<file path="config.mk">
export PLATFORM = sky130hd
export DESIGN_NAME = serial_port
export DESIGN_NICKNAME = d
export VERILOG_FILES = /design/src/core/serial_port_pkg.sv /design/src/core/serial_port.sv
export VERILOG_INCLUDE_DIRS = /design/src /design/src/core
export SDC_FILE = /design/constraint.sdc
export NUM_CORES = 1
export LEC_CHECK = 0
export ABC_AREA = 1
export BUFFER_PORTS_ARGS = -buffer_cell sky130_fd_sc_hd__buf_4
export CAP_MARGIN = 20
export CORE_MARGIN = 1
export CORE_UTILIZATION = 50
export CTS_CLUSTER_SIZE = 28
export DETAILED_ROUTE_END_ITERATION = 8
export PLACE_DENSITY = 0.7
export SYNTH_ARGS = -nofsm -noshare
export SYNTH_HDL_FRONTEND = slang
export SYNTH_SLANG_ARGS = --single-unit
</file>
<file path="constraint.sdc">
create_clock -name sys_clk_i -period 10.14 [get_ports sys_clk_i]
set_clock_uncertainty 0.1 [all_clocks]
set_input_delay 1.014 -clock sys_clk_i [delete_from_list [all_inputs] [get_ports sys_clk_i]]
set_output_delay 1.014 -clock sys_clk_i [all_outputs]
set_load 0.05 [all_outputs]
</file>
<file path="src/core/serial_port_regs.svh">
`ifndef SERIAL_PORT_REGS_SVH
`define SERIAL_PORT_REGS_SVH

// register indices, byte address is four times the index
`define MODULE_STOP_IDX   20'h80014
`define SYS_CLK_IDX       20'h80020
`define RX_FULL_FLAG_IDX  20'h870d7
`define TX_EMPTY_FLAG_IDX 20'h870d8
`define IRQ_EN_A_IDX      20'h8721a
`define IRQ_EN_B_IDX      20'h8721b
`define IRQ_PRIO_IDX      20'h87380
`define MODE_IDX          20'h88240
`define DIVISOR_IDX       20'h88241
`define CONTROL_IDX       20'h88242
`define TX_DATA_IDX       20'h88243
`define STATUS_IDX        20'h88244
`define RX_DATA_IDX       20'h88245
`define IF_MODE_IDX       20'h88246
`define RX_BUF_IDX        20'h8c06b

// field positions
`define STOP_BIT      31
`define PCLK_SEL_MSB  11
`define PCLK_SEL_LSB  8
`define SCLK_SEL_MSB  27
`define SCLK_SEL_LSB  24
`define CTL_TX_IE     7
`define CTL_RX_IE     6
`define CTL_TX_EN     5
`define CTL_RX_EN     4
`define CTL_END_IE    2
`define CTL_CKE_MSB   1
`define CTL_CKE_LSB   0
`define MODE_CKS_MSB  1
`define MODE_CKS_LSB  0
`define STAT_TX_END   2
`define STAT_FRAME    4
`define STAT_OVERRUN  5
`define IFM_ORDER     3
`define IEN_A_RX      7
`define IEN_B_TX      0
`define RX_BUF_BIT    1

// reset values
`define DIVISOR_RST   8'hff
`define PCLK_SEL_RST  4'h1
`define SCLK_SEL_RST  4'h0
`define STOP_RST      1'b1

// timing: sixteen sub-ticks a bit, two pclk per sub-tick at divisor 0
`define SUBTICK_SHIFT 1
`define RX_MID        4'h7
`define TICK_LAST     4'hf

`endif

</file>
<file path="src/core/serial_port_pkg.sv">
package serial_port_pkg;

  typedef enum logic [3:0] {
    TX_IDLE  = 4'b0001,
    TX_START = 4'b0010,
    TX_DATA  = 4'b0100,
    TX_STOP  = 4'b1000
  } tx_state_e;

  typedef enum logic [3:0] {
    RX_IDLE  = 4'b0001,
    RX_START = 4'b0010,
    RX_DATA  = 4'b0100,
    RX_STOP  = 4'b1000
  } rx_state_e;

  typedef struct packed {
    logic [21:0] address;
    logic        read;
    logic        write;
    logic [31:0] writedata;
    logic [3:0]  byteenable;
  } bus_req_s;

  typedef struct packed {
    logic        wreq;
    logic [31:0] rdata;
    logic        mstp;
    logic [3:0]  periph_clock_select;
    logic [3:0]  system_clock_select;
    logic        rxbuf;
    logic [7:0]  mode;
    logic [7:0]  div;
    logic [7:0]  ctl;
    logic [7:0]  tdr;
    logic [7:0]  rdr;
    logic [7:0]  ifm;
    logic [3:0]  prio;
    logic        ien_rx;
    logic        ien_tx;
    logic        ir_rx;
    logic        ir_tx;
    logic        framing_error_flag;
    logic        overrun_error_flag;
    logic        tdr_full;
    logic [2:0]  pcnt;
    logic [15:0] scnt;
    tx_state_e   tx_st;
    logic [7:0]  tx_sh;
    logic [2:0]  tx_bit;
    logic [3:0]  tx_tk;
    logic        txd;
    rx_state_e   rx_st;
    logic [7:0]  rx_sh;
    logic [2:0]  rx_bit;
    logic [3:0]  rx_tk;
    logic        sclk;
    logic        sclk_oe_n;
    logic [3:0]  irq;
  } state_s;

endpackage

</file>
<file path="src/core/serial_port.sv">
`timescale 1ns/1ps
`include "serial_port_regs.svh"

// Summary of operation
// [RULE1] clock enable 00: internal baud, pin released
// [RULE2] clock enable writable only when disabled
// [RULE3] enables set from idle; both clear together
// [RULE4] control bits gate the four requests
// [RULE5] mode zero: pclk, no multiproc, 1 stop, no parity
// [RULE6] mode zero: 8-bit characters, asynchronous
// [RULE7] mode and interface writes only when disabled
// [RULE8] interface zero: plain serial, lsb first
// [RULE9] divisor 31h at 50 MHz gives 31250 bps
// [RULE10] divisor always readable, written only when disabled
// [RULE11] tx end reads 0 sending, 1 finished
// [RULE12] framing error sets status bit 4
// [RULE13] overrun sets status bit 5
// [RULE14] error flags cleared only by writing 0
// [RULE15] tx data holds byte; rx data read-only
// [RULE16] priority zero blocks every channel request
// [RULE17] enable bytes gate rx full, tx empty
// [RULE18] request flags pending high, cleared by 0
// [RULE19] module stop clear lets channel run
// [RULE20] clock selects: pclk x4, system x8
// [RULE21] rx pin buffer bit passes serial input
// [RULE22] software waits one bit after divisor write
// [RULE23] flags set on rx load, tx free
module serial_port (
  input  wire logic                      sys_clk_i,
  input  wire logic                      rst_n_i,
  input  wire serial_port_pkg::bus_req_s avs_req_i,
  output logic [31:0]                    avs_readdata_o,
  output logic                           avs_waitrequest_o,
  input  wire logic                      rxd_i,
  output logic                           txd_o,
  output logic                           sclk_o,
  output logic                           sclk_oe_n_o,
  output logic                           irq_rx_full_o,
  output logic                           irq_tx_empty_o,
  output logic                           irq_rx_err_o,
  output logic                           irq_tx_end_o
);

  function automatic logic hit(input logic [21:0] a, input logic [19:0] idx);
    return a[21:2] == idx;
  endfunction

  function automatic logic [7:0] order(input logic [7:0] b, input logic msb);
    logic [7:0] r;
    for (int i = 0; i < 8; i++) begin
      r[i] = b[7-i];
    end
    return msb ? r : b;
  endfunction

  // pclk enable spacing from the two multiplier selects
  function automatic logic [2:0] pdiv(input logic [3:0] p, input logic [3:0] c);
    logic [3:0] sh;
    sh = (p > c) ? 4'(p - c) : 4'h0;
    if (sh > 4'h3) begin
      sh = 4'h3;
    end
    return 3'((4'h1 << sh) - 4'h1);
  endfunction

  // sub-tick period: 2*(div+1)*4^cks pclk
  function automatic logic [15:0] blim(input logic [7:0] d, input logic [1:0] k);
    logic [16:0] v;
    v = (17'(d) + 17'h1) << (5'(`SUBTICK_SHIFT) + 5'({k, 1'b0}));
    return 16'(v - 17'h1);
  endfunction

  function automatic logic [31:0] rd(input logic [21:0] a,
                                     input serial_port_pkg::state_s s,
                                     input logic te_end);
    logic [31:0] r;
    r = 32'h0;
    if (hit(a, `MODULE_STOP_IDX)) begin
      r[`STOP_BIT] = s.mstp;
    end
    if (hit(a, `SYS_CLK_IDX)) begin
      r[`PCLK_SEL_MSB:`PCLK_SEL_LSB] = s.periph_clock_select;
      r[`SCLK_SEL_MSB:`SCLK_SEL_LSB] = s.system_clock_select;
    end
    if (hit(a, `RX_FULL_FLAG_IDX)) r[0] = s.ir_rx;
    if (hit(a, `TX_EMPTY_FLAG_IDX)) r[0] = s.ir_tx;
    if (hit(a, `IRQ_EN_A_IDX)) r[`IEN_A_RX] = s.ien_rx;
    if (hit(a, `IRQ_EN_B_IDX)) r[`IEN_B_TX] = s.ien_tx;
    if (hit(a, `IRQ_PRIO_IDX)) r[3:0] = s.prio;
    if (hit(a, `MODE_IDX)) r[7:0] = s.mode;
    if (hit(a, `DIVISOR_IDX)) r[7:0] = s.div;
    if (hit(a, `CONTROL_IDX)) r[7:0] = s.ctl;
    if (hit(a, `TX_DATA_IDX)) r[7:0] = s.tdr;
    if (hit(a, `RX_DATA_IDX)) r[7:0] = s.rdr;
    if (hit(a, `IF_MODE_IDX)) r[7:0] = s.ifm;
    if (hit(a, `RX_BUF_IDX)) r[`RX_BUF_BIT] = s.rxbuf;
    if (hit(a, `STATUS_IDX)) begin
      r[`STAT_TX_END] = te_end;
      r[`STAT_FRAME] = s.framing_error_flag;
      r[`STAT_OVERRUN] = s.overrun_error_flag;
    end
    return r;
  endfunction

  serial_port_pkg::state_s st;
  serial_port_pkg::state_s n;
  logic [31:0]             wd;
  logic [21:0]             ad;
  logic                    req;
  logic                    wr_acc;
  logic                    wr_tdr;
  logic                    en;
  logic                    pclk_en;
  logic                    tick;
  logic                    tx_end_flag;
  logic                    rx_in;
  logic                    rx_done;
  logic                    prio_on;

  assign wd = avs_req_i.writedata;
  assign ad = avs_req_i.address;
  assign req = avs_req_i.read | avs_req_i.write;
  assign wr_acc = avs_req_i.write & ~st.wreq;
  assign wr_tdr = wr_acc & avs_req_i.byteenable[0] & hit(ad, `TX_DATA_IDX);
  assign en = st.ctl[`CTL_TX_EN] | st.ctl[`CTL_RX_EN];
  assign pclk_en = st.pcnt == pdiv(st.periph_clock_select, st.system_clock_select); // RULE20
  assign tick = pclk_en && st.scnt == blim(st.div, st.mode[`MODE_CKS_MSB:`MODE_CKS_LSB]); // RULE9
  assign tx_end_flag = ~st.tdr_full & (st.tx_st == serial_port_pkg::TX_IDLE); // RULE11
  assign rx_in = st.rxbuf ? rxd_i : 1'b1; // RULE21
  assign rx_done = tick && st.rx_st == serial_port_pkg::RX_STOP && st.rx_tk == `TICK_LAST;
  assign prio_on = st.prio != 4'h0;

  always_comb begin
    n = st;
    // bus: one wait cycle, then one cycle with waitrequest low
    if (req && st.wreq) begin
      n.wreq = 1'b0;
      n.rdata = rd(ad, st, tx_end_flag);
    end else begin
      n.wreq = 1'b1;
    end

    // baud generator, stopped while module stopped or disabled
    n.pcnt = pclk_en ? 3'h0 : 3'(st.pcnt + 3'h1);
    if (pclk_en) begin
      n.scnt = tick ? 16'h0 : 16'(st.scnt + 16'h1);
    end
    if (!en || st.mstp) begin
      n.scnt = 16'h0;
    end

    if (wr_acc && avs_req_i.byteenable[0]) begin
      if (hit(ad, `CONTROL_IDX)) begin
        n.ctl[`CTL_TX_IE] = wd[`CTL_TX_IE];
        n.ctl[`CTL_RX_IE] = wd[`CTL_RX_IE];
        n.ctl[`CTL_END_IE] = wd[`CTL_END_IE];
        if (!en) begin
          n.ctl[`CTL_CKE_MSB:`CTL_CKE_LSB] = wd[`CTL_CKE_MSB:`CTL_CKE_LSB]; // RULE2
          n.ctl[`CTL_TX_EN] = wd[`CTL_TX_EN]; // RULE3
          n.ctl[`CTL_RX_EN] = wd[`CTL_RX_EN];
        end else if (!wd[`CTL_TX_EN] && !wd[`CTL_RX_EN]) begin
          n.ctl[`CTL_TX_EN] = 1'b0; // RULE3
          n.ctl[`CTL_RX_EN] = 1'b0;
        end
      end
      if (!en && hit(ad, `MODE_IDX)) n.mode = wd[7:0]; // RULE7
      if (!en && hit(ad, `IF_MODE_IDX)) n.ifm = wd[7:0]; // RULE7
      if (!en && hit(ad, `DIVISOR_IDX)) n.div = wd[7:0]; // RULE10
      if (wr_tdr) begin
        n.tdr = wd[7:0]; // RULE15
        n.tdr_full = 1'b1;
      end
      if (hit(ad, `STATUS_IDX)) begin
        if (!wd[`STAT_FRAME]) n.framing_error_flag = 1'b0; // RULE14
        if (!wd[`STAT_OVERRUN]) n.overrun_error_flag = 1'b0; // RULE14
      end
      if (hit(ad, `RX_FULL_FLAG_IDX) && !wd[0]) n.ir_rx = 1'b0; // RULE18
      if (hit(ad, `TX_EMPTY_FLAG_IDX) && !wd[0]) n.ir_tx = 1'b0; // RULE18
      if (hit(ad, `IRQ_EN_A_IDX)) n.ien_rx = wd[`IEN_A_RX];
      if (hit(ad, `IRQ_EN_B_IDX)) n.ien_tx = wd[`IEN_B_TX];
      if (hit(ad, `IRQ_PRIO_IDX)) n.prio = wd[3:0];
      if (hit(ad, `RX_BUF_IDX)) n.rxbuf = wd[`RX_BUF_BIT];
    end
    if (wr_acc && avs_req_i.byteenable[1] && hit(ad, `SYS_CLK_IDX)) begin
      n.periph_clock_select = wd[`PCLK_SEL_MSB:`PCLK_SEL_LSB];
    end
    if (wr_acc && avs_req_i.byteenable[3]) begin
      if (hit(ad, `SYS_CLK_IDX)) n.system_clock_select = wd[`SCLK_SEL_MSB:`SCLK_SEL_LSB];
      if (hit(ad, `MODULE_STOP_IDX)) n.mstp = wd[`STOP_BIT]; // RULE19
    end

    // empty data register on transmit enable raises the tx request
    if (!st.ctl[`CTL_TX_EN] && n.ctl[`CTL_TX_EN] && !st.tdr_full && n.ctl[`CTL_TX_IE]) begin
      n.ir_tx = 1'b1; // RULE23
    end

    // transmitter: start, 8 data, 1 stop
    if (tick && st.ctl[`CTL_TX_EN]) begin
      n.tx_tk = 4'(st.tx_tk + 4'h1);
      unique case (st.tx_st)
        serial_port_pkg::TX_IDLE: begin
          n.tx_tk = 4'h0;
          if (st.tdr_full && !wr_tdr) begin
            n.tx_sh = order(st.tdr, st.ifm[`IFM_ORDER]); // RULE8
            n.tdr_full = 1'b0;
            n.txd = 1'b0;
            n.tx_st = serial_port_pkg::TX_START;
            if (st.ctl[`CTL_TX_IE]) n.ir_tx = 1'b1; // RULE23 RULE4
          end
        end
        serial_port_pkg::TX_START: begin
          if (st.tx_tk == `TICK_LAST) begin
            n.tx_st = serial_port_pkg::TX_DATA;
            n.txd = st.tx_sh[0];
            n.tx_bit = 3'h0;
          end
        end
        serial_port_pkg::TX_DATA: begin
          if (st.tx_tk == `TICK_LAST) begin
            n.tx_sh = st.tx_sh >> 1;
            n.tx_bit = 3'(st.tx_bit + 3'h1);
            if (st.tx_bit == 3'h7) begin
              n.tx_st = serial_port_pkg::TX_STOP; // RULE6
              n.txd = 1'b1;
            end else begin
              n.txd = st.tx_sh[1];
            end
          end
        end
        serial_port_pkg::TX_STOP: begin
          if (st.tx_tk == `TICK_LAST) n.tx_st = serial_port_pkg::TX_IDLE; // RULE5
        end
        default: n.tx_st = serial_port_pkg::TX_IDLE;
      endcase
    end
    if (!st.ctl[`CTL_TX_EN] || st.mstp) begin
      n.tx_st = serial_port_pkg::TX_IDLE; // RULE19
      n.txd = 1'b1;
    end

    // receiver: start checked mid-bit, then every 16 sub-ticks
    if (tick && st.ctl[`CTL_RX_EN]) begin
      n.rx_tk = 4'(st.rx_tk + 4'h1);
      unique case (st.rx_st)
        serial_port_pkg::RX_IDLE: begin
          n.rx_tk = 4'h0;
          if (!rx_in) n.rx_st = serial_port_pkg::RX_START;
        end
        serial_port_pkg::RX_START: begin
          if (st.rx_tk == `RX_MID) begin
            n.rx_tk = 4'h0;
            n.rx_bit = 3'h0;
            n.rx_st = rx_in ? serial_port_pkg::RX_IDLE : serial_port_pkg::RX_DATA;
          end
        end
        serial_port_pkg::RX_DATA: begin
          if (st.rx_tk == `TICK_LAST) begin
            n.rx_sh = {rx_in, st.rx_sh[7:1]};
            n.rx_bit = 3'(st.rx_bit + 3'h1);
            if (st.rx_bit == 3'h7) n.rx_st = serial_port_pkg::RX_STOP; // RULE6
          end
        end
        serial_port_pkg::RX_STOP: begin
          if (rx_done) begin
            n.rx_st = serial_port_pkg::RX_IDLE;
            if (!rx_in) n.framing_error_flag = 1'b1; // RULE12
            if (st.ir_rx) begin
              n.overrun_error_flag = 1'b1; // RULE13
            end else begin
              n.rdr = order(st.rx_sh, st.ifm[`IFM_ORDER]); // RULE15 RULE8
              if (st.ctl[`CTL_RX_IE]) n.ir_rx = 1'b1; // RULE23 RULE4
            end
          end
        end
        default: n.rx_st = serial_port_pkg::RX_IDLE;
      endcase
    end
    if (!st.ctl[`CTL_RX_EN] || st.mstp) begin
      n.rx_st = serial_port_pkg::RX_IDLE;
    end

    n.sclk_oe_n = st.ctl[`CTL_CKE_MSB:`CTL_CKE_LSB] == 2'b00; // RULE1
    n.sclk = st.tx_tk[3];
    n.irq[0] = prio_on & st.ien_rx & st.ir_rx; // RULE16 RULE17
    n.irq[1] = prio_on & st.ien_tx & st.ir_tx; // RULE16 RULE17
    n.irq[2] = prio_on & st.ctl[`CTL_RX_IE] & (st.framing_error_flag | st.overrun_error_flag); // RULE4
    n.irq[3] = prio_on & st.ctl[`CTL_END_IE] & tx_end_flag; // RULE4
  end

  always_ff @(posedge sys_clk_i) begin
    if (!rst_n_i) begin
      st <= '0;
      st.wreq <= 1'b1;
      st.mstp <= `STOP_RST;
      st.periph_clock_select <= `PCLK_SEL_RST;
      st.system_clock_select <= `SCLK_SEL_RST;
      st.div <= `DIVISOR_RST;
      st.tx_st <= serial_port_pkg::TX_IDLE;
      st.rx_st <= serial_port_pkg::RX_IDLE;
      st.txd <= 1'b1;
      st.sclk_oe_n <= 1'b1;
    end else begin
      st <= n;
    end
  end

  assign avs_readdata_o = st.rdata;
  assign avs_waitrequest_o = st.wreq;
  assign txd_o = st.txd;
  assign sclk_o = st.sclk;
  assign sclk_oe_n_o = st.sclk_oe_n;
  assign irq_rx_full_o = st.irq[0];
  assign irq_tx_empty_o = st.irq[1];
  assign irq_rx_err_o = st.irq[2];
  assign irq_tx_end_o = st.irq[3];
endmodule

</file>
==> out/qor.yml <==
timing:
  finalSetupViolCount: 0
  finalMaxSlewViolations: 0
  fin_crit_ps: 4288
  slew_headroom_pct: 32.89
  final.setup.tns_ps: 0
  hold_viol: 0
  rsz0062_at_grt: "no"
  finalCritPeriodShare_pct: 42.28
  clock.fmax_mhz: 233.2
  worst_pin_slew_ps: 997.5
synthesis:
  yosysTopAreaCell: "dfxtp_1"
  ys_warn_count: 0
  synth_common_cells: "319 x nand2_1, 188 x inv_1, 188 x nor2_1"
  synthCells: 1412
  synth_top_family_by_area: "simple AND/OR/NAND/NOR gates"
  yosys-top-cells-area: "dfxtp_1 33%, nand2_1 13%, inv_1 7.7%"
  synth.most_common_cell: "nand2_1"
  synth_compound_area_share_pct: 15.36
  synthSimpleGateAreaFrac_pct: 35.63
  synth_seq_cells: 150
  synth_edf_count: 0
  ys_seq_area_share_pct: 32.94
  syn_avg_cell_area_um2: 6.457
  async_flop_share_pct: 0
  netlist_area_um2: 9117
  yosys.area_share.adder_pct: 2.278
  synthXorXnorAreaFrac_pct: 1.249
  yosysUniqueCellTypes: 51
  muxShareOfSynthArea_pct: 0
  synth_ff_type: "dfxtp_1"
  synth_top_area_share_pct: 32.94
setup_path:
  critPathRequiredTime_ps: 10370
  path_class: "flip-flop to flip-flop"
  end_kind: "flip-flop"
  cp_max_fo: 6
  start_kind: "flip-flop"
  crit_arrival_ps: 4520
layout:
  area_growth_pct: 11.79
  nNetsFinal: 1529
  final_util_pct: 56.93
  num_antenna_cells: 0
  drive_above_1_share_pct: 10.39
routing:
  drc: 0
  wire_per_inst_um: 14.57
  drtIter0Drc: 713
  vias: 9140
  vias_per_cell: 5.402
  first_pass_iters: 6
  drt_wl_total_mm: 24.66
  antenna_left: 0
global_routing:
  grtUsageTotal_pct: 27.03
  grt_max_degree: 93
  grt-ovfl-total: 0
  grt_pass1_vias: 8124
  grt_pass1_wl_mm: 39.48
  antenna_found_initial: 0
floorplanning:
  start_util_pct: 50.93
  chipWidth_um: 137.0
  ios: 103
  chipHeight_um: 137.0
  num_rows: 49
  die-area_um2: 18780
  coreArea_um2: 17900
clock_tree:
  insertion_delay_ps: 440
  cts.repair.resized: 0
  cts_made_buffers: 17
  clk_pin_slew_ps: 80
  clock_path_buffers: 2
  htree_levels: 4
  holdBufCountCts: 0
  post_cts_buffers: 0
  cts.sinks: 150
  cts_tree: "yes"
  cts-root-buf: "clkbuf_16"
job:
  maxCapViolCount: 0
power:
  cellLeakagePower_uw: 0.004574
  vdd_drop_max_mv: 0.1242
  p_per_area_nw_per_um2: 131.4
placed_design:
  numPortBuffers: 69
  place_congestion: 0.9517
  dp_hpwl_mm: 18.28
run_status:
  status: "finished, final reports clean"
hold_path:
  min_path_type: "flip-flop to flip-flop"
==> layout make-up <==
class / instances / area [um^2]
sequential: 150 / 3003
multi-input combinational: 1014 / 5026
inverter: 196 / 735.7
clock buffer: 17 / 425.4
tap: 229 / 286.5
clock inverter: 15 / 182.7
timing repair buffer: 71 / 533.0
fill: 1809 / 7710
==> per-stage QoR <==
step | power (uW) | cell area, um^2 | instances | hold WS (ps) | worst slack [ps]
2_1_floorplan | 677.1 | 9170 | 1426 | 324.5 | 6694
3_3_place_gp | 700.4 | 9584 | 1660 | 340.7 | 6029
3_5_place_dp | 701.2 | 9584 | 1660 | 342.8 | 5926
4_1_cts | 1343 | 10190 | 1692 | 358.7 | 5883
5_1_grt | 1377 | 10190 | 1692 | 383.8 | 5539
6_report | 1339 | 10190 | 1692 | 355.7 | 5852
==> registers in the layout (all words and copies together) (netlist names) <==
| signal | count |
|---|---|
| irq_rx_err_o | 1 |
| sclk_o | 1 |
| st | 124 |
| avs_readdata_o | 17 |
| irq_rx_full_o | 1 |
| irq_tx_empty_o | 1 |
| sclk_oe_n_o | 1 |
| n | 1 |
| txd_o | 1 |
| avs_waitrequest_o | 1 |
| irq_tx_end_o | 1 |
==> cell usage in the layout (no fill, tap or decap), drive strengths merged, types with 2 or more instances in the layout <==
| cell | Yosys | layout |
|---|---|---|
| nand3 | 106 | 106 |
| nand4 | 36 | 36 |
| a21oi | 84 | 84 |
| o21a | 2 | 2 |
| o221ai | 3 | 3 |
| o21bai | 2 | 2 |
| conb | 1 | 15 |
| clkinv | 2 | 9 |
| nand2 | 329 | 329 |
| a22oi | 3 | 3 |
| xnor2 | 2 | 2 |
| nor4 | 11 | 11 |
| inv | 194 | 201 |
| and2 | 3 | 3 |
| xor2 | 11 | 11 |
| nor3 | 32 | 32 |
| nor2 | 203 | 203 |
| buf | 46 | 71 |
| nand3b | 3 | 3 |
| o21ai | 99 | 99 |
| ha | 15 | 15 |
| a211oi | 11 | 11 |
| a31oi | 9 | 9 |
| clkbuf | 20 | 17 |
| o2111ai | 4 | 4 |
| dfxtp | 150 | 150 |
| o211ai | 19 | 19 |
| a221oi | 4 | 4 |
==> metal layers <==
metal / up-vias / global-route usage (%) / wire length [um]
met5: - / 0 / 0
met4: 0 / 6.166 / 263
met3: 22 / 5.296 / 1543
met2: 303 / 46.18 / 11740
met1: 4154 / 34.87 / 11110
li1: 4661 / - / -
==> report_power, final <==
group / leakage [uW] / internal (uW) / switching (uW)
combinational: 0.00307 / 25.2 / 66.5
sequential: 0.00121 / 594 / 3.22
clock: 0.000293 / 335 / 316
total: 0.00457 / 954 / 386
==> logic make-up after synthesis <==
group | Yosys count
AND/OR/NAND/NOR | 724
XOR/XNOR | 13
other | 1
adder cells (fa/ha/maj) | 16
buffers and inverters | 262
flip-flops | 150
AO/OA/AOI/OAI | 246
==> final timing paths <==
| kind | slack [ps] | to | cells after the start | from |
|---|---|---|---|---|
| max reg2reg | 5850 | st[60] | 25 | st[128] |
| min reg2reg | 360 | st[80] | 2 | st[80] |
| max | 5850 | st[60] | 25 | st[128] |
| min | 360 | st[80] | 2 | st[80] |
==> worst max-delay path, stage by stage (launching register included) <==
cell and delay, ps:
dfxtp_1 320, inv_1 70, ha_1 140, inv_1 60, fa_1 420, nor2_1 110
nor2_1 80, inv_1 70, nand2_1 50, o21ai_0 210, nand3_1 120, ha_1 300
xor2_1 160, nand2_1 70, nor2_1 90, nand3_1 260, inv_1 280, nand2_1 150
nor3_1 240, nand2_1 160, nor3_2 270, nand2_1 140, nor2_1 140, nand2_1 70
nand2_1 60, nor2_1 40
Note: power is estimated with default switching activity, not from simulation.
